`src/design/ebpa_pkg.sv`:
```
// Package for the external bus pin assignment block: register map,
// control field positions, reset values, machine clock divider, carriers.
// Assumes one 10 MHz clock and the plain register port of the block.
`default_nettype none

package ebpa_pkg;

	// ----------------------------------------------------------------
	// Sizes
	// ----------------------------------------------------------------
	localparam int unsigned NPORT = 5;
	localparam int unsigned RADDR_W = 5;
	localparam int unsigned RDATA_W = 8;

	// Port slots in the pin arrays
	localparam int unsigned SLOT_P0 = 0;
	localparam int unsigned SLOT_P1 = 1;
	localparam int unsigned SLOT_P3 = 2;
	localparam int unsigned SLOT_P4 = 3;
	localparam int unsigned SLOT_P5 = 4;

	// ----------------------------------------------------------------
	// Register offsets (word index = byte offset on this port)
	// ----------------------------------------------------------------
	localparam logic [4:0] OFS_BUS_PIN_CONTROL_REG = 5'h00;
	localparam logic [4:0] OFS_STATUS = 5'h01;
	localparam logic [4:0] OFS_DATA_BASE = 5'h02;
	localparam logic [4:0] OFS_DIR_BASE = 5'h07;
	localparam logic [4:0] OFS_PIN_BASE = 5'h0C;

	// ----------------------------------------------------------------
	// Control register fields
	// ----------------------------------------------------------------
	localparam int unsigned EXT_BUS_MODE = 0;
	localparam int unsigned MUX_MODE = 1;
	localparam int unsigned BUS_16BIT = 2;
	localparam int unsigned WRITE_STROBE_ENABLE = 3;
	localparam int unsigned HOLD_PINS_ENABLE = 4;
	localparam int unsigned READY_PIN_ENABLE = 5;
	localparam int unsigned CLOCK_OUT_ENABLE = 6;

	// Status register fields
	localparam int unsigned STAT_HOLD_REQ = 0;
	localparam int unsigned STAT_READY = 1;
	localparam int unsigned STAT_HOLD_ACK = 2;

	// Port 5 line positions
	localparam int unsigned PORT5_LINE0 = 0;
	localparam int unsigned PORT5_RD_LINE = 1;
	localparam int unsigned PORT5_WR_LOW_LINE = 2;
	localparam int unsigned PORT5_WR_HIGH_LINE = 3;
	localparam int unsigned PORT5_HOLD_REQ_LINE = 4;
	localparam int unsigned PORT5_HOLD_ACK_LINE = 5;
	localparam int unsigned PORT5_RDY_LINE = 6;
	localparam int unsigned PORT5_CLK_LINE = 7;

	// ----------------------------------------------------------------
	// Reset values and timing
	// ----------------------------------------------------------------
	localparam logic [7:0] CTRL_RESET = 8'h00;
	localparam logic [7:0] PORT_DATA_RESET = 8'h00;
	localparam logic [7:0] PORT_DIR_RESET = 8'h00;
	localparam logic [1:0] MCLK_HALF_CYCLES = 2'h2;

	// ----------------------------------------------------------------
	// Carriers
	// ----------------------------------------------------------------
	typedef struct packed {
		logic [7:0] dout;
		logic [7:0] oe_n;
	} ebpa_pin_drv_type;

	typedef struct packed {
		logic [15:0] addr;
		logic [15:0] wdata;
		logic data_oe;
		logic ale;
		logic rd_n;
		logic low_byte_write_strobe_n;
		logic high_byte_write_strobe_n;
		logic hold_ack;
	} ebpa_bus_req_type;

	typedef struct packed {
		logic [15:0] rdata;
		logic hold_request_in;
		logic ready;
	} ebpa_bus_rsp_type;

endpackage

`default_nettype wire

```
`src/design/ebpa_pin_mux.sv`:
```
// Pin multiplexer for the shared port pins of the external parallel bus.
// Assumes an internal bus controller on the same clock drives bus_req and
// reads bus_rsp; pin inputs arrive asynchronously from the board.
// Function
// [RULE_01] In non-multiplex bus mode ports 3 and 4 drive address lines 0 to 15.
// [RULE_02] In external bus mode port 5 line 0 carries the address latch enable.
// [RULE_03] In external bus mode port 5 line 1 carries the active-low read strobe.
// [RULE_04] Port 5 line 2 carries the low-byte write strobe when strobes are enabled.
// [RULE_05] Port 5 line 3 carries the high-byte write strobe only on a 16-bit bus.
// [RULE_06] With hold pins enabled port 5 line 4 takes the hold request from outside.
// [RULE_07] With hold pins enabled port 5 line 5 drives the hold acknowledge.
// [RULE_08] With ready enabled port 5 line 6 samples the external ready input.
// [RULE_09] With clock output enabled port 5 line 7 drives the machine-cycle clock.
// [RULE_10] Multiplex mode puts address and data on ports 0 and 1, else data only.
// [RULE_11] A pin given to a bus function ignores its port data and direction.
//
// The register offsets and the address-and-strobe port are this design's own decisions.
`default_nettype none

module ebpa_pin_mux
	import ebpa_pkg::*;
(
	// Clock and reset
	input wire logic clk,
	input wire logic rstn,
	// Register port
	input wire logic [RADDR_W-1:0] reg_addr,
	input wire logic [RDATA_W-1:0] reg_wdata,
	input wire logic reg_wr,
	input wire logic reg_rd,
	output logic [RDATA_W-1:0] reg_rdata,
	// Internal bus controller
	input var ebpa_bus_req_type bus_req,
	output var ebpa_bus_rsp_type bus_rsp,
	// Shared pins
	input wire logic [NPORT-1:0][7:0] pin_in,
	output var ebpa_pin_drv_type [NPORT-1:0] pin_drv
);

	// ----------------------------------------------------------------
	// Decode
	// ----------------------------------------------------------------
	function automatic logic slot_hit(logic [4:0] addr, logic [4:0] base, int unsigned k);
		return addr == 5'(base + 5'(k));
	endfunction

	// ----------------------------------------------------------------
	// Registers
	// ----------------------------------------------------------------
	logic [7:0] ctrl_q, ctrl_d;
	logic [NPORT-1:0][7:0] data_q, data_d;
	logic [NPORT-1:0][7:0] dir_q, dir_d;
	logic [7:0] rdata_q, rdata_d;
	logic [NPORT-1:0][7:0] sync1_q, sync2_q;
	ebpa_pin_drv_type [NPORT-1:0] drv_q, drv_d;
	ebpa_bus_rsp_type rsp_q, rsp_d;
	logic [1:0] div_q, div_d;
	logic mclk_q, mclk_d;

	logic ext, mux, wide;
	assign ext = ctrl_q[EXT_BUS_MODE];
	assign mux = ctrl_q[MUX_MODE];
	assign wide = ctrl_q[BUS_16BIT];

	always_comb begin
		ctrl_d = ctrl_q;
		data_d = data_q;
		dir_d = dir_q;
		rdata_d = rdata_q;
		if (reg_wr) begin
			if (reg_addr == OFS_BUS_PIN_CONTROL_REG) begin
				ctrl_d = {1'b0, reg_wdata[6:0]};
			end
			for (int k = 0; k < NPORT; k++) begin
				if (slot_hit(reg_addr, OFS_DATA_BASE, k)) begin
					data_d[k] = reg_wdata;
				end
				if (slot_hit(reg_addr, OFS_DIR_BASE, k)) begin
					dir_d[k] = reg_wdata;
				end
			end
		end
		if (reg_rd) begin
			rdata_d = 8'h00;
			if (reg_addr == OFS_BUS_PIN_CONTROL_REG) begin
				rdata_d = ctrl_q;
			end
			if (reg_addr == OFS_STATUS) begin
				rdata_d[STAT_HOLD_REQ] = rsp_q.hold_request_in;
				rdata_d[STAT_READY] = rsp_q.ready;
				rdata_d[STAT_HOLD_ACK] = bus_req.hold_ack;
			end
			for (int k = 0; k < NPORT; k++) begin
				if (slot_hit(reg_addr, OFS_DATA_BASE, k)) begin
					rdata_d = data_q[k];
				end
				if (slot_hit(reg_addr, OFS_DIR_BASE, k)) begin
					rdata_d = dir_q[k];
				end
				if (slot_hit(reg_addr, OFS_PIN_BASE, k)) begin
					rdata_d = sync2_q[k];
				end
			end
		end
	end

	always_ff @(posedge clk or negedge rstn) begin
		if (!rstn) begin
			ctrl_q <= CTRL_RESET;
			data_q <= {NPORT{PORT_DATA_RESET}};
			dir_q <= {NPORT{PORT_DIR_RESET}};
			rdata_q <= 8'h00;
		end else begin
			ctrl_q <= ctrl_d;
			data_q <= data_d;
			dir_q <= dir_d;
			rdata_q <= rdata_d;
		end
	end

	// Read data stand only in the cycle after the strobe
	logic rd_seen_q;
	always_ff @(posedge clk or negedge rstn) begin
		if (!rstn) begin
			rd_seen_q <= 1'b0;
		end else begin
			rd_seen_q <= reg_rd;
		end
	end
	assign reg_rdata = rd_seen_q ? rdata_q : 8'h00;

	// ----------------------------------------------------------------
	// Pin input synchronisers
	// ----------------------------------------------------------------
	always_ff @(posedge clk or negedge rstn) begin
		if (!rstn) begin
			sync1_q <= '0;
			sync2_q <= '0;
		end else begin
			sync1_q <= pin_in;
			sync2_q <= sync1_q;
		end
	end

	// ----------------------------------------------------------------
	// Machine-cycle clock divider
	// ----------------------------------------------------------------
	always_comb begin
		div_d = div_q + 2'h1;
		mclk_d = mclk_q;
		if (div_q == MCLK_HALF_CYCLES - 2'h1) begin
			div_d = 2'h0;
			mclk_d = ~mclk_q;
		end
	end

	// ----------------------------------------------------------------
	// Pin function selection
	// ----------------------------------------------------------------
	always_comb begin
		// Plain port behaviour unless a bus function claims the pin
		for (int k = 0; k < NPORT; k++) begin
			drv_d[k].dout = data_q[k];
			drv_d[k].oe_n = ~dir_q[k];
		end
		rsp_d.rdata = {sync2_q[SLOT_P1], sync2_q[SLOT_P0]};
		rsp_d.hold_request_in = 1'b0;
		rsp_d.ready = 1'b1;
		if (ext) begin
			// Address phase on ale in multiplex mode, data otherwise
			if (mux && bus_req.ale) begin
				drv_d[SLOT_P0].dout = bus_req.addr[7:0]; // [RULE_10] [RULE_11]
				drv_d[SLOT_P0].oe_n = 8'h00;
			end else begin
				drv_d[SLOT_P0].dout = bus_req.wdata[7:0]; // [RULE_10] [RULE_11]
				drv_d[SLOT_P0].oe_n = bus_req.data_oe ? 8'h00 : 8'hFF;
			end
			// An 8-bit non-multiplexed bus leaves the high data byte to the port
			if (mux || wide) begin
				if (mux && bus_req.ale) begin
					drv_d[SLOT_P1].dout = bus_req.addr[15:8]; // [RULE_10] [RULE_11]
					drv_d[SLOT_P1].oe_n = 8'h00;
				end else begin
					drv_d[SLOT_P1].dout = bus_req.wdata[15:8]; // [RULE_10] [RULE_11]
					drv_d[SLOT_P1].oe_n = bus_req.data_oe ? 8'h00 : 8'hFF;
				end
			end
			if (!mux) begin
				drv_d[SLOT_P3].dout = bus_req.addr[7:0]; // [RULE_01] [RULE_11]
				drv_d[SLOT_P3].oe_n = 8'h00;
				drv_d[SLOT_P4].dout = bus_req.addr[15:8]; // [RULE_01] [RULE_11]
				drv_d[SLOT_P4].oe_n = 8'h00;
			end
			drv_d[SLOT_P5].dout[PORT5_LINE0] = bus_req.ale; // [RULE_02] [RULE_11]
			drv_d[SLOT_P5].oe_n[PORT5_LINE0] = 1'b0;
			drv_d[SLOT_P5].dout[PORT5_RD_LINE] = bus_req.rd_n; // [RULE_03] [RULE_11]
			drv_d[SLOT_P5].oe_n[PORT5_RD_LINE] = 1'b0;
			if (ctrl_q[WRITE_STROBE_ENABLE]) begin
				drv_d[SLOT_P5].dout[PORT5_WR_LOW_LINE] = bus_req.low_byte_write_strobe_n; // [RULE_04]
				drv_d[SLOT_P5].oe_n[PORT5_WR_LOW_LINE] = 1'b0;
				if (wide) begin
					drv_d[SLOT_P5].dout[PORT5_WR_HIGH_LINE] = bus_req.high_byte_write_strobe_n; // [RULE_05]
					drv_d[SLOT_P5].oe_n[PORT5_WR_HIGH_LINE] = 1'b0;
				end
			end
			if (ctrl_q[HOLD_PINS_ENABLE]) begin
				drv_d[SLOT_P5].oe_n[PORT5_HOLD_REQ_LINE] = 1'b1; // [RULE_06] [RULE_11]
				rsp_d.hold_request_in = sync2_q[SLOT_P5][PORT5_HOLD_REQ_LINE]; // [RULE_06]
				drv_d[SLOT_P5].dout[PORT5_HOLD_ACK_LINE] = ~bus_req.hold_ack; // [RULE_07]
				drv_d[SLOT_P5].oe_n[PORT5_HOLD_ACK_LINE] = 1'b0;
			end
			if (ctrl_q[READY_PIN_ENABLE]) begin
				drv_d[SLOT_P5].oe_n[PORT5_RDY_LINE] = 1'b1; // [RULE_08] [RULE_11]
				rsp_d.ready = sync2_q[SLOT_P5][PORT5_RDY_LINE]; // [RULE_08]
			end
			if (ctrl_q[CLOCK_OUT_ENABLE]) begin
				drv_d[SLOT_P5].dout[PORT5_CLK_LINE] = mclk_q; // [RULE_09]
				drv_d[SLOT_P5].oe_n[PORT5_CLK_LINE] = 1'b0;
			end
		end
	end

	// Registered pins cost one cycle of latency but give glitch-free strobes
	always_ff @(posedge clk or negedge rstn) begin
		if (!rstn) begin
			drv_q <= {NPORT{16'h00FF}};
			rsp_q <= {16'h0000, 1'b0, 1'b1};
			div_q <= 2'h0;
			mclk_q <= 1'b0;
		end else begin
			drv_q <= drv_d;
			rsp_q <= rsp_d;
			div_q <= div_d;
			mclk_q <= mclk_d;
		end
	end

	assign pin_drv = drv_q;
	assign bus_rsp = rsp_q;

endmodule

`default_nettype wire

```
`config.mk`:
```
export PLATFORM = sky130hd
export DESIGN_NAME = ebpa_pin_mux
export DESIGN_NICKNAME = d
export VERILOG_FILES = /design/src/design/ebpa_pkg.sv /design/src/design/ebpa_pin_mux.sv
export SDC_FILE = /design/constraint.sdc
export NUM_CORES = 1
export LEC_CHECK = 0
export ABC_AREA = 1
export ABC_CLOCK_PERIOD_IN_PS = 3600
export BUFFER_PORTS_ARGS = -buffer_cell sky130_fd_sc_hd__buf_4
export CAP_MARGIN = 20
export CORE_MARGIN = 5
export CORE_UTILIZATION = 35
export DETAILED_ROUTE_END_ITERATION = 12
export GPL_TIMING_DRIVEN = 0
export PLACE_DENSITY = 0.52
export REMOVE_ABC_BUFFERS = 1
export SLEW_MARGIN = 40
export SYNTH_ARGS = -nofsm -noshare
export SYNTH_HDL_FRONTEND = slang
export SYNTH_SLANG_ARGS = --single-unit
export TNS_END_PERCENT = 30
```
`constraint.sdc`:
```
create_clock -name clk -period 3.6 [get_ports clk]
set_input_delay 0.72 -clock clk [delete_from_list [all_inputs] [get_ports clk]]
set_output_delay 0.72 -clock clk [all_outputs]
set_load 0.02 [all_outputs]
```
# Word-level counts from Yosys, hierarchy flattened
# Cells that the tools add are included.
[classes] addsub=1 n_mul=0 n_div=0 order_cmp=0 eq_ne=17 n_shift=0 mux=39 n_bitwise=7 n_reduce_logical=14
[ops] cell="8-bit two-way mux" n=17
[ops] cell="76-bit two-way mux" n=1
[ops] cell="16-bit two-way mux" n=3
[ops] cell="5-bit by 4-bit equality test with 1-bit output (second input constant)" n=8
[ops] cell="8-bit inverter" n=5
[ops] cell="32-bit two-way mux" n=1
[ops] cell="2-bit AND reduction" n=11
[ops] cell="5-bit by 3-bit equality test with 1-bit output (second input constant)" n=4
[ops] cell="5-bit by 2-bit equality test with 1-bit output (second input constant)" n=2
[ops] cell="1-bit two-way mux" n=10
[ops] cell="2-bit two-way mux" n=5
[ops] cell="7-bit two-way mux" n=1
[ops] cell="5-bit by 1-bit equality test with 1-bit output (second input constant)" n=1
[ops] cell="5-bit equality test (second input constant)" n=1
[ops] cell="5-bit logical NOT" n=1
[ops] cell="3-bit two-way mux" n=1
[ops] cell="2-bit by 1-bit adder with 2-bit output (second input constant)" n=1
[ops] cell="2-bit by 1-bit equality test with 1-bit output (second input constant)" n=1
[ops] cell="1-bit inverter" n=2
[ops] cell="1-bit logical AND" n=1
[ops] cell="1-bit logical OR" n=1
[totals] register_bits=277 latch_bits=0 ram_bits=0 mem_bits_ro=0 in_bits=95 output_inout_bits=106 word_cells=116 n_memories=0

# Longest topological paths before layout
# Gate-level depths: netlist of the first run.
[depth] word_depth=18 ltp_mapped=14 mapped_depth_nobuf=14

# Worst setup path before layout of the first run
# OpenSTA, ideal clock, no wires.
[synth_path] path_type="input -> register" start="in reg_addr[4]" end="reg rdata_q[1]" setup_ns=0.117 arrival_ns=1.819 required_time_ns=3.483 path_slack_ns=1.664 path_stages=10 n_path_buf=1 cell_sequence="inv_2 nand3_2 nor2_1 inv_2 buf_2 or2_2 nand2_1 nand4_1 nor2_1 nor2_1"
[synth_via] elab_chain_cells=18 word_cells_on_any_way=34 classes_between="eq/ne (16); mux (17); reduce/logical (1)"
[synth_rtl] item="start: declaration" line_no="ebpa_pin_mux.sv:27" source="input wire logic [RADDR_W-1:0] reg_addr,"
[synth_rtl] item="5-bit logical NOT" line_no="ebpa_pin_mux.sv:85" source="if (reg_addr == OFS_BUS_PIN_CONTROL_REG) begin"
[synth_rtl] item="7-bit two-way mux" line_no="ebpa_pin_mux.sv:85"
[synth_rtl] item="3-bit two-way mux" line_no="ebpa_pin_mux.sv:88" source="if (reg_addr == OFS_STATUS) begin"
[synth_rtl] item="8-bit two-way mux" line_no="ebpa_pin_mux.sv:94" source="if (slot_hit(reg_addr, OFS_DATA_BASE, k)) begin"
[synth_rtl] item="8-bit two-way mux" line_no="ebpa_pin_mux.sv:97" source="if (slot_hit(reg_addr, OFS_DIR_BASE, k)) begin"
[synth_rtl] item="8-bit two-way mux" line_no="ebpa_pin_mux.sv:100" source="if (slot_hit(reg_addr, OFS_PIN_BASE, k)) begin"
[synth_rtl] item="8-bit two-way mux" line_no="ebpa_pin_mux.sv:94"
[synth_rtl] item="8-bit two-way mux" line_no="ebpa_pin_mux.sv:97"
[synth_rtl] item="(+2 left out)"
[synth_rtl] item="8-bit two-way mux" line_no="ebpa_pin_mux.sv:97"
[synth_rtl] item="8-bit two-way mux" line_no="ebpa_pin_mux.sv:100"
[synth_rtl] item="8-bit two-way mux" line_no="ebpa_pin_mux.sv:94"
[synth_rtl] item="8-bit two-way mux" line_no="ebpa_pin_mux.sv:97"
[synth_rtl] item="8-bit two-way mux" line_no="ebpa_pin_mux.sv:100"
[synth_rtl] item="8-bit two-way mux" line_no="ebpa_pin_mux.sv:94"
[synth_rtl] item="8-bit two-way mux" line_no="ebpa_pin_mux.sv:97"
[synth_rtl] item="8-bit two-way mux *" line_no="ebpa_pin_mux.sv:100"
[synth_rtl] item="end signal: assignment" line_no="ebpa_pin_mux.sv:117" source="rdata_q <= rdata_d;"
[synth_rtl] item="end: declaration" line_no="ebpa_pin_mux.sv:53" source="logic [7:0] rdata_q, rdata_d;"
# Mark *: on every way between the ends. The rest lies on a longest branch, timed or not.
# A chain may end at the register's enable or synchronous reset.

==> flow_summary.toml, run 1 <==
[placed_design]
port_buffers = 200
place_congestion = 0.852
dp_hpwl_um = 21100
placed_area_um2 = 12100

[sta]
max_slew.worst_pin.slew_ps = 786
setup-tns-final_ps = 0
rsz0062_at_grt = "false"
fin_crit_ps = 2690
max-slew-margin-rel_pct = 47.5
period_share_pct = 74.7
final-setup-viol-count = 0
final_max_slew_viol_count = 0
skew_ps = 20.1
finalHoldViolCount = 0
fmax_ghz = 0.372

[critical_path]
cp_top_family = "buffers and inverters"
cp_max_fo = 17
cp_data_required_time_ps = 4030
cpMaxStageDelayCell = "inv_1"
path_cells = "nand2_1 -> inv_1 -> nor3_1 -> o21ai_1 -> o21ai_0"
crit_type = "reg -> reg"
r2r_cells = 5
worstPathArrival_ps = 3120
critPathCaptureType = "flop"
critical_path_depth = 5
crit_path_max_incr_delay_ps = 770
crit_path_start_kind = "flop"
critPathBufInv = 1

[finish]
multi_input_area_um2 = 2710
regArea_um2 = 6980
final_area_um2 = 13200
mostFrequentLayoutCell = "nand2_1"
mostFrequentLayoutCells = "nand2_1 (260), dfrtp_1 (235), buf_4 (199)"
nNetsFinal = 1284
fillCellCount = 2703
syn_to_final_growth_pct = 30.7
layout-drive-gt1-share_pct = 26.7

[drt]
dr_total_vias = 7430
ant_nets = 0
routed_wl_um = 29500
initialDrtViolationCount = 503
route.detailed.drc = 0
via_per_inst = 4.65
drt-pass1-iter-count = 5
routedWlPerCell_um = 18.5

[pwr]
p_leak_nw = 6.22
p_per_area_nw_per_um2 = 666
clockPowerShare_pct = 37.0
p_int_mw = 6.31
p_sw_mw = 2.47
ir_drop_v = 0.000383
seq_power_share_pct = 45.5
p_comb_share_pct = 17.5
sw_frac_of_total_pct = 28.1
power.total_mw = 8.78

[clock_network]
tritoncts = "yes"
cts.repair.resized = 0
cts_hold_buffers = 0
clock_path_buffers = 3
clkTransAtPathRegs_ps = 60
cts_max_level = 1
post-cts-setup-buffers = 0
cts_sinks = 277
insertion_delay_ps = 550
cts_buffers = 30
cts_root_buffer = "clkbuf_16"

[global_route]
antenna_found_initial = 2
grt_pass1_wl_um = 45700
grt_pass1_vias = 7598
grt_start_max_net_pins = 78
grt_overflow = 0
grt_usage_pct = 18.0

[synth]
yosys.area.top_type = "dfrtp_1"
ys_ff_latch = 277
yosys_warnings = 0
synth.cell_area_um2 = 10100
synth_top_cell_area_share_pct = 58.5
avgSynthCellArea_um2 = 10.2
synth_cell_types = 26
ys_seq_area_share_pct = 69.2
synth_cells = 986
synth_area_leaders = "dfrtp_1 (59%), dfstp_2 (11%), nand2_1 (9.7%), o21ai_0 (6.5%), nor2_1 (3.1%)"

[run]
cap_violations = 0

[floorplanning]
die_area_um2 = 32300
pin_count = 201
placementRows = 62
core_area_um2 = 28600
die_x_um = 180
start_util_pct = 35.3
die_h_um = 180

[status]
status = "completed"

[worst_hold_path]
hp-class = "in -> async"
[stage by stage]
| stage | instances | worst slack [ps] | hold WS (ps) | utilization [%] |
|---|---|---|---|---|
| 2_1_floorplan | 951 | 683 | 331 | - |
| 3_3_place_gp | 1535 | -1100 | 334 | 41.7 |
| 3_5_place_dp | 1541 | 390 | 335 | 42.3 |
| 4_1_cts | 1597 | 701 | 1.87 | 46.1 |
| 5_1_grt | 1599 | 690 | 12.3 | 46.1 |
| 6_report | 1599 | 912 | 19.4 | 46.1 |
[state kept, by name (all words and copies together), names as in the netlist]
register	flops
pin_drv	80
data_q	40
dir_q	40
sync1_q	40
sync2_q	24
bus_rsp	18
rsp_d	16
rdata_q	8
ctrl_q	7
div_q	2
mclk_q	1
rd_seen_q	1
[kinds of logic after synthesis]
kind of cell	synth area share (%)
mux	0.112
simple gates	17.3
flops	69.2
xor+xnor	0.0868
buf+inv	4.18
compound gates	9.20
[synthesized netlist by cell type]
master / instances
o21ai_1: 14
o21ai_0: 132
nand3_2: 2
nor2_1: 83
xor2_1: 1
o22ai_1: 6
a21oi_1: 22
clkbuf_1: 34
dfrtp_1: 236
or2_1: 6
nand2_1: 260
buf_2: 1
mux2_2: 1
dfstp_2: 41
or2_0: 3
inv_1: 70
nand3_1: 12
a31oi_1: 8
or2_2: 2
nand2_2: 3
nor3_1: 1
nor2_2: 8
inv_2: 6
clkinv_1: 1
nand4_1: 28
nor2_4: 5
[area by class of cell]
| type | count | area share [%] |
|---|---|---|
| Antenna cell | 2 | 0.0379 |
| Tap cell | 384 | 3.64 |
| Clock inverter | 9 | 1.21 |
| Clock buffer | 47 | 6.87 |
| Inverter | 77 | 2.19 |
| Sequential cell | 277 | 52.9 |
| Multi-Input combinational cell | 597 | 20.5 |
| Timing Repair Buffer | 206 | 12.6 |
[metal layers]
layer	vias to the layer above	share of wire [%]	track usage, %
met5	-	0	0
li1	3581	-	-
met1	3570	44	24.8
met3	47	5.3	2.75
met4	0	2.4	5.21
met2	232	48	29.9
[power by group through the flow]
stage / Sequential, mW / Clock (mW) / Combinational, mW
6_report: 4.00 / 3.25 / 1.54
5_1_grt: 4.05 / 3.47 / 1.68
4_1_cts: 4.00 / 3.33 / 1.57
3_5_place_dp: 4.04 / 0 / 1.56
3_3_place_gp: 4.05 / 0 / 1.51
2_1_floorplan: 4.28 / 0 / 0.422
[path summary, 6_finish.rpt]
path | startpoint | to | slack [ps]
min in group clk | pin_in[19] | sync1_q[19]$_DFF_PN0_ | 270
worst max-delay path | ctrl_q[1]$_DFFE_PN0P_ | pin_drv[17]$_DFF_PN1_ | 910
max in group asynchronous | rstn | pin_drv[54]$_DFF_PN1_ | 2610
worst min register to register | sync1_q[20]$_DFF_PN0_ | sync2_q[20]$_DFF_PN0_ | 340
worst min-delay path | rstn | pin_drv[58]$_DFF_PN0_ | 20
worst max register to register | ctrl_q[1]$_DFFE_PN0P_ | pin_drv[17]$_DFF_PN1_ | 910
[worst reg2reg max path, cell delays in order, from the launching register on]
cell	delay, ps
dfrtp_1	540
nand2_1	560
inv_1	770
nor3_1	160
o21ai_1	320
o21ai_0	230
Note: power is estimated with default switching activity, not from simulation.
==> run 2, diff against run 1 <==
--- a/config.mk
+++ b/config.mk
@@ -6,14 +6,14 @@
 export NUM_CORES = 1
 export LEC_CHECK = 0
 export ABC_AREA = 1
-export ABC_CLOCK_PERIOD_IN_PS = 3600
+export ABC_CLOCK_PERIOD_IN_PS = 2300
 export BUFFER_PORTS_ARGS = -buffer_cell sky130_fd_sc_hd__buf_4
 export CAP_MARGIN = 20
 export CORE_MARGIN = 5
 export CORE_UTILIZATION = 35
 export DETAILED_ROUTE_END_ITERATION = 12
 export GPL_TIMING_DRIVEN = 0
-export PLACE_DENSITY = 0.52
+export PLACE_DENSITY = 0.54
 export REMOVE_ABC_BUFFERS = 1
 export SLEW_MARGIN = 40
 export SYNTH_ARGS = -nofsm -noshare
==> constraint.sdc (replaced) <==
create_clock -name clk -period 2.3 [get_ports clk]
set_input_delay 0.46 -clock clk [delete_from_list [all_inputs] [get_ports clk]]
set_output_delay 0.46 -clock clk [all_outputs]
set_load 0.02 [all_outputs]
==> run 2 against run 1 <==
Clock skew decreased by 13 ps. Non-clock buffer count increased by 18. Critical path depth unchanged. Via count increased by 2.2%. Highest routed layer unchanged. Wire length increased by 1.1%. First-iteration DRC count increased by 21%. Power increased by 59%.
==> flow_summary.toml, run 2 (synthesized netlist as in run 1, its figures left out) <==
[status]
status = "completed"

[finish]
mostFrequentLayoutCell = "nand2_1"
antenna_cells = 0
largest_reg_flops = 80
nNetsFinal = 1304
fin_cells = 1616
mostFrequentLayoutCells = "nand2_1 (259), dfrtp_1 (235), buf_4 (203)"
final_core_util_pct = 46.9
syn_to_final_growth_pct = 32.9
layout-drive-gt1-share_pct = 27.1
final_area_um2 = 13400

[floorplanning]
die_area_um2 = 32300
pin_count = 201
core_area_um2 = 28600
die_h_um = 180
start_util_pct = 35.3
die_x_um = 180
placementRows = 62

[placed_design]
place_congestion = 0.855
port_buffers = 200
post-place-ws_ps = -534
placed_area_um2 = 12100
dp_hpwl_um = 21100
placedCellCount = 1540

[drt]
dr_total_vias = 7591
routed_wl_um = 29800
route.detailed.drc = 0
routedWlPerCell_um = 18.5
drt-pass1-iter-count = 5
via_per_inst = 4.70
ant_nets = 0
initialDrtViolationCount = 608

[sta]
fin_crit_ps = 2100
final-setup-viol-count = 0
finalHoldViolCount = 0
skew_ps = 7.12
final_max_slew_viol_count = 0
fmax_ghz = 0.475
finalWorstSetupSlack_ps = 196
fin_hold_ws_ps = 19.2
period_share_pct = 91.5
rsz0062_at_grt = "false"
max-slew-margin-rel_pct = 54.7
max_slew.worst_pin.slew_ps = 679
setup-tns-final_ps = 0

[worst_hold_path]
hp-class = "in -> reg"
hold_depth = 1

[global_route]
grt_pass1_wl_um = 45100
grt_overflow = 0
grt_start_max_net_pins = 77
grt_usage_pct = 17.8
antenna_found_initial = 0
grt_pass1_vias = 7511

[pwr]
p_per_area_nw_per_um2 = 1040
ir_drop_v = 0.000525
p_leak_nw = 6.32
power.total_mw = 14.0

[clock_network]
insertion_delay_ps = 550
cts_sinks = 277
tritoncts = "yes"
cts_root_buffer = "clkbuf_16"
clkTransAtPathRegs_ps = 60
cts_max_level = 1
cts_buffers = 30
clock_path_buffers = 3

[critical_path]
cp_data_required_time_ps = 2730
crit_type = "reg -> reg"
crit_path_start_kind = "flop"
worstPathArrival_ps = 2540
r2r_cells = 5
critPathCaptureType = "flop"
cp_max_fo = 34

[run]
cap_violations = 0
run 2: changes by cell type in the layout (fill, tap and decap cells not counted), moves of 2 or more:
cell           change
buf_4              +4
clkinv_2           +3
bufinv_16          +2
diode_2            -2
dlygate4sd3_1     +15
clkinvlp_4         +3
clkinv_4           -4
clkbuf_1           -3
inv_1              -2
nor2_2             +2
run 2: layout make-up:
class | instances | area (um^2)
clock buffer | 44 | 895
clock inverter | 11 | 208
fill | 2708 | 15200
inverter | 77 | 297
multi-input combinational | 599 | 2730
sequential | 277 | 6980
tap | 384 | 480
timing repair buffer | 224 | 1830
run 2: per-layer routing:
layer	vias up	routed length, um	global-route usage (%)	part of all wire (%)
met5	-	0	0	0
met4	0	395	3.41	1.3
met3	34	1820	3.33	6.1
met2	251	14400	29.7	48
met1	3698	13200	24.8	44
li1	3608	-	-	-
run 2: repair_timing:
action,in CTS,in global routing
setup endpoints to repair,24,38
cloned,0,2
pin swaps,1,2
setup buffers,1,3
resized for setup,2,2
hold endpoints to repair,35,1
hold buffers,14,1
run 2: report_power, final:
group / internal [mW] / total, mW / switching, mW
registers: 5.78 / 6.27 / 0.496
logic: 0.977 / 2.46 / 1.48
clock network: 3.35 / 5.26 / 1.91
run 2: worst paths after layout:
| check | slack (ps) | endpoint | startpoint |
|---|---|---|---|
| worst min-delay path | 20 | sync1_q[24]$_DFF_PN0_ | pin_in[24] |
| max in group asynchronous | 970 | pin_drv[55]$_DFF_PN1_ | rstn |
| worst max-delay path | 200 | pin_drv[55]$_DFF_PN1_ | ctrl_q[0]$_DFFE_PN0P_ |
| min in group asynchronous | 340 | pin_drv[25]$_DFF_PN0_ | rstn |
| worst max register to register | 200 | pin_drv[55]$_DFF_PN1_ | ctrl_q[0]$_DFFE_PN0P_ |
| worst min register to register | 350 | rsp_d[7]$_DFF_PN0_ | sync1_q[5]$_DFF_PN0_ |
run 2: critical path: stages (launching register included):
cell and delay [ps]:
dfrtp_2 760, clkinvlp_4 170, buf_4 230, buf_4 160, nor2_2 500, nor2_1 160
==> run 3, diff against run 2 <==
--- a/config.mk
+++ b/config.mk
@@ -14,7 +14,6 @@
 export DETAILED_ROUTE_END_ITERATION = 12
 export GPL_TIMING_DRIVEN = 0
 export PLACE_DENSITY = 0.54
-export REMOVE_ABC_BUFFERS = 1
 export SLEW_MARGIN = 40
 export SYNTH_ARGS = -nofsm -noshare
 export SYNTH_HDL_FRONTEND = slang
==> run 3 against run 2 <==
Combinational power barely moved. Clock power fell by 6.7%. Design area rose by 0.67%. First-iteration DRC count rose by 0.66%. Sequential cell count did not move. Register-to-register slack barely moved. Die area did not move. Global-route usage rose by 0.59 points. Clock skew rose by 1.4 ps. Critical path depth rose by 2. Non-clock buffer count rose by 45.
==> flow_summary.toml, run 3 (synthesized netlist as in run 1, its figures left out) <==
[finish]
largest_reg_flops = 80
layout-drive-gt1-share_pct = 25.1
syn_to_final_growth_pct = 33.8
fillCellCount = 2724
multi_input_area_um2 = 2690
nNetsFinal = 1347
mostFrequentLayoutCell = "nand2_1"
mostFrequentLayoutCells = "nand2_1 (260), dfrtp_1 (236), buf_4 (199)"
regArea_um2 = 6980
fin_cells = 1661

[drt]
via_per_inst = 4.70
route.detailed.drc = 0
initialDrtViolationCount = 612
routedWlPerCell_um = 18.4
dr_wl_met3_um = 2520
ant_nets = 0
drt-pass1-iter-count = 5
routed_wl_um = 30500
wl_met2_um = 14000
dr_total_vias = 7814
highest_layer = "met4"
drt-met1-wl_um = 13300

[pwr]
ir_drop_v = 0.000519
p_leak_nw = 6.34
p_per_area_nw_per_um2 = 1010
power.total_mw = 13.6

[clock_network]
cts_buffers = 30
cts_root_buffer = "clkbuf_16"
tritoncts = "yes"
cts.repair.resized = 0
insertion_delay_ps = 550
cts_hold_buffers = 27
cts_max_level = 1
post-cts-setup-buffers = 0
clkTransAtPathRegs_ps = 60
cts_sinks = 277
clock_path_buffers = 3

[placed_design]
place_congestion = 0.874
dp_hpwl_um = 22200
placedCellCount = 1573
port_buffers = 200

[global_route]
grt_pass1_vias = 7856
antenna_found_initial = 0
grt_overflow = 0
grt_pass1_wl_um = 46500
grt_usage_pct = 18.4
grt_start_max_net_pins = 76

[critical_path]
cp_data_required_time_ps = 2760
cp_max_fo = 10
crit_path_max_incr_delay_ps = 420
crit_type = "reg -> reg"
cpMaxStageDelayCell = "clkbuf_1"
worstPathArrival_ps = 2560
path_cells = "clkbuf_1 -> inv_1 -> clkbuf_1 -> nor2_1 -> clkbuf_1 -> nor2_1 -> a31oi_1"
critPathCaptureType = "flop"
crit_path_start_kind = "flop"
crit_top_cell = "clkbuf_1"

[sta]
max_slew.worst_pin.slew_ps = 881
skew_ps = 8.50
fmax_ghz = 0.475
final_max_slew_viol_count = 0
finalHoldViolCount = 0
fin_crit_ps = 2100
max-slew-margin-rel_pct = 41.3
period_share_pct = 91.5
final-setup-viol-count = 0
rsz0062_at_grt = "false"
setup-tns-final_ps = 0

[floorplanning]
pin_count = 201
core_area_um2 = 28600
placementRows = 62
die_h_um = 180
die_x_um = 180
start_util_pct = 35.3
die_area_um2 = 32300

[status]
status = "completed"

[worst_hold_path]
hp-class = "in -> reg"

[synth]
syn_nets = 1081

[run]
cap_violations = 0
run 3: through the flow:
stage          worst slack (ps)  hold slack, ps  instance area (um^2)  utilization (%)
3_5_place_dp               -146             336                 12200             42.5
5_1_grt                    7.47            1.65                 13500             47.2
6_report                    195            19.5                 13500             47.2
4_1_cts                     178          0.0553                 13500             47.0
3_3_place_gp              -1580             333                 12100             42.2
2_1_floorplan               624             164                 10100                -
run 3: power by group:
group          internal [mW]  total (mW)  switching, mW
Combinational          0.971        2.48           1.51
Clock                   2.99        4.91           1.92
Sequential              5.77        6.19          0.416
run 3: routing by layer:
layer,vias to the layer above,GRT usage (%)
li1,3703,-
met1,3791,25.6
met2,278,29.0
met3,42,5.03
met4,0,4.33
met5,-,0
run 3: final timing paths:
kind / startpoint / to / slack, ps / depth (start not counted)
setup / recovery: ctrl_q[0]$_DFFE_PN0P_ / pin_drv[26]$_DFF_PN0_ / 200 / 7
hold / removal: pin_in[10] / sync1_q[10]$_DFF_PN0_ / 20 / 1
setup reg to reg: ctrl_q[0]$_DFFE_PN0P_ / pin_drv[26]$_DFF_PN0_ / 200 / 7
hold reg to reg: sync1_q[4]$_DFF_PN0_ / rsp_d[6]$_DFF_PN0_ / 350 / 0
max in group asynchronous: rstn / pin_drv[64]$_DFF_PN1_ / 700 / 4
min in group asynchronous: rstn / sync1_q[13]$_DFF_PN0_ / 440 / 2
run 3: cell type report:
type | instances | area share (%)
sequential | 277 | 51.7
multi-input combinational | 597 | 19.9
timing repair buffer | 234 | 14.1
clock buffer | 45 | 6.58
tap | 384 | 3.56
inverter | 77 | 2.14
clock inverter | 11 | 1.02
buffer | 35 | 0.982
antenna | 1 | 0.0185
run 3: worst max-delay path: cells and delay by family, from the launching register on:
family	cells	cell delay (ps)
AO/OA/AOI/OAI	1	200
AND/OR/NAND/NOR	2	430
buffers and inverters	4	1070
flip-flops	1	320
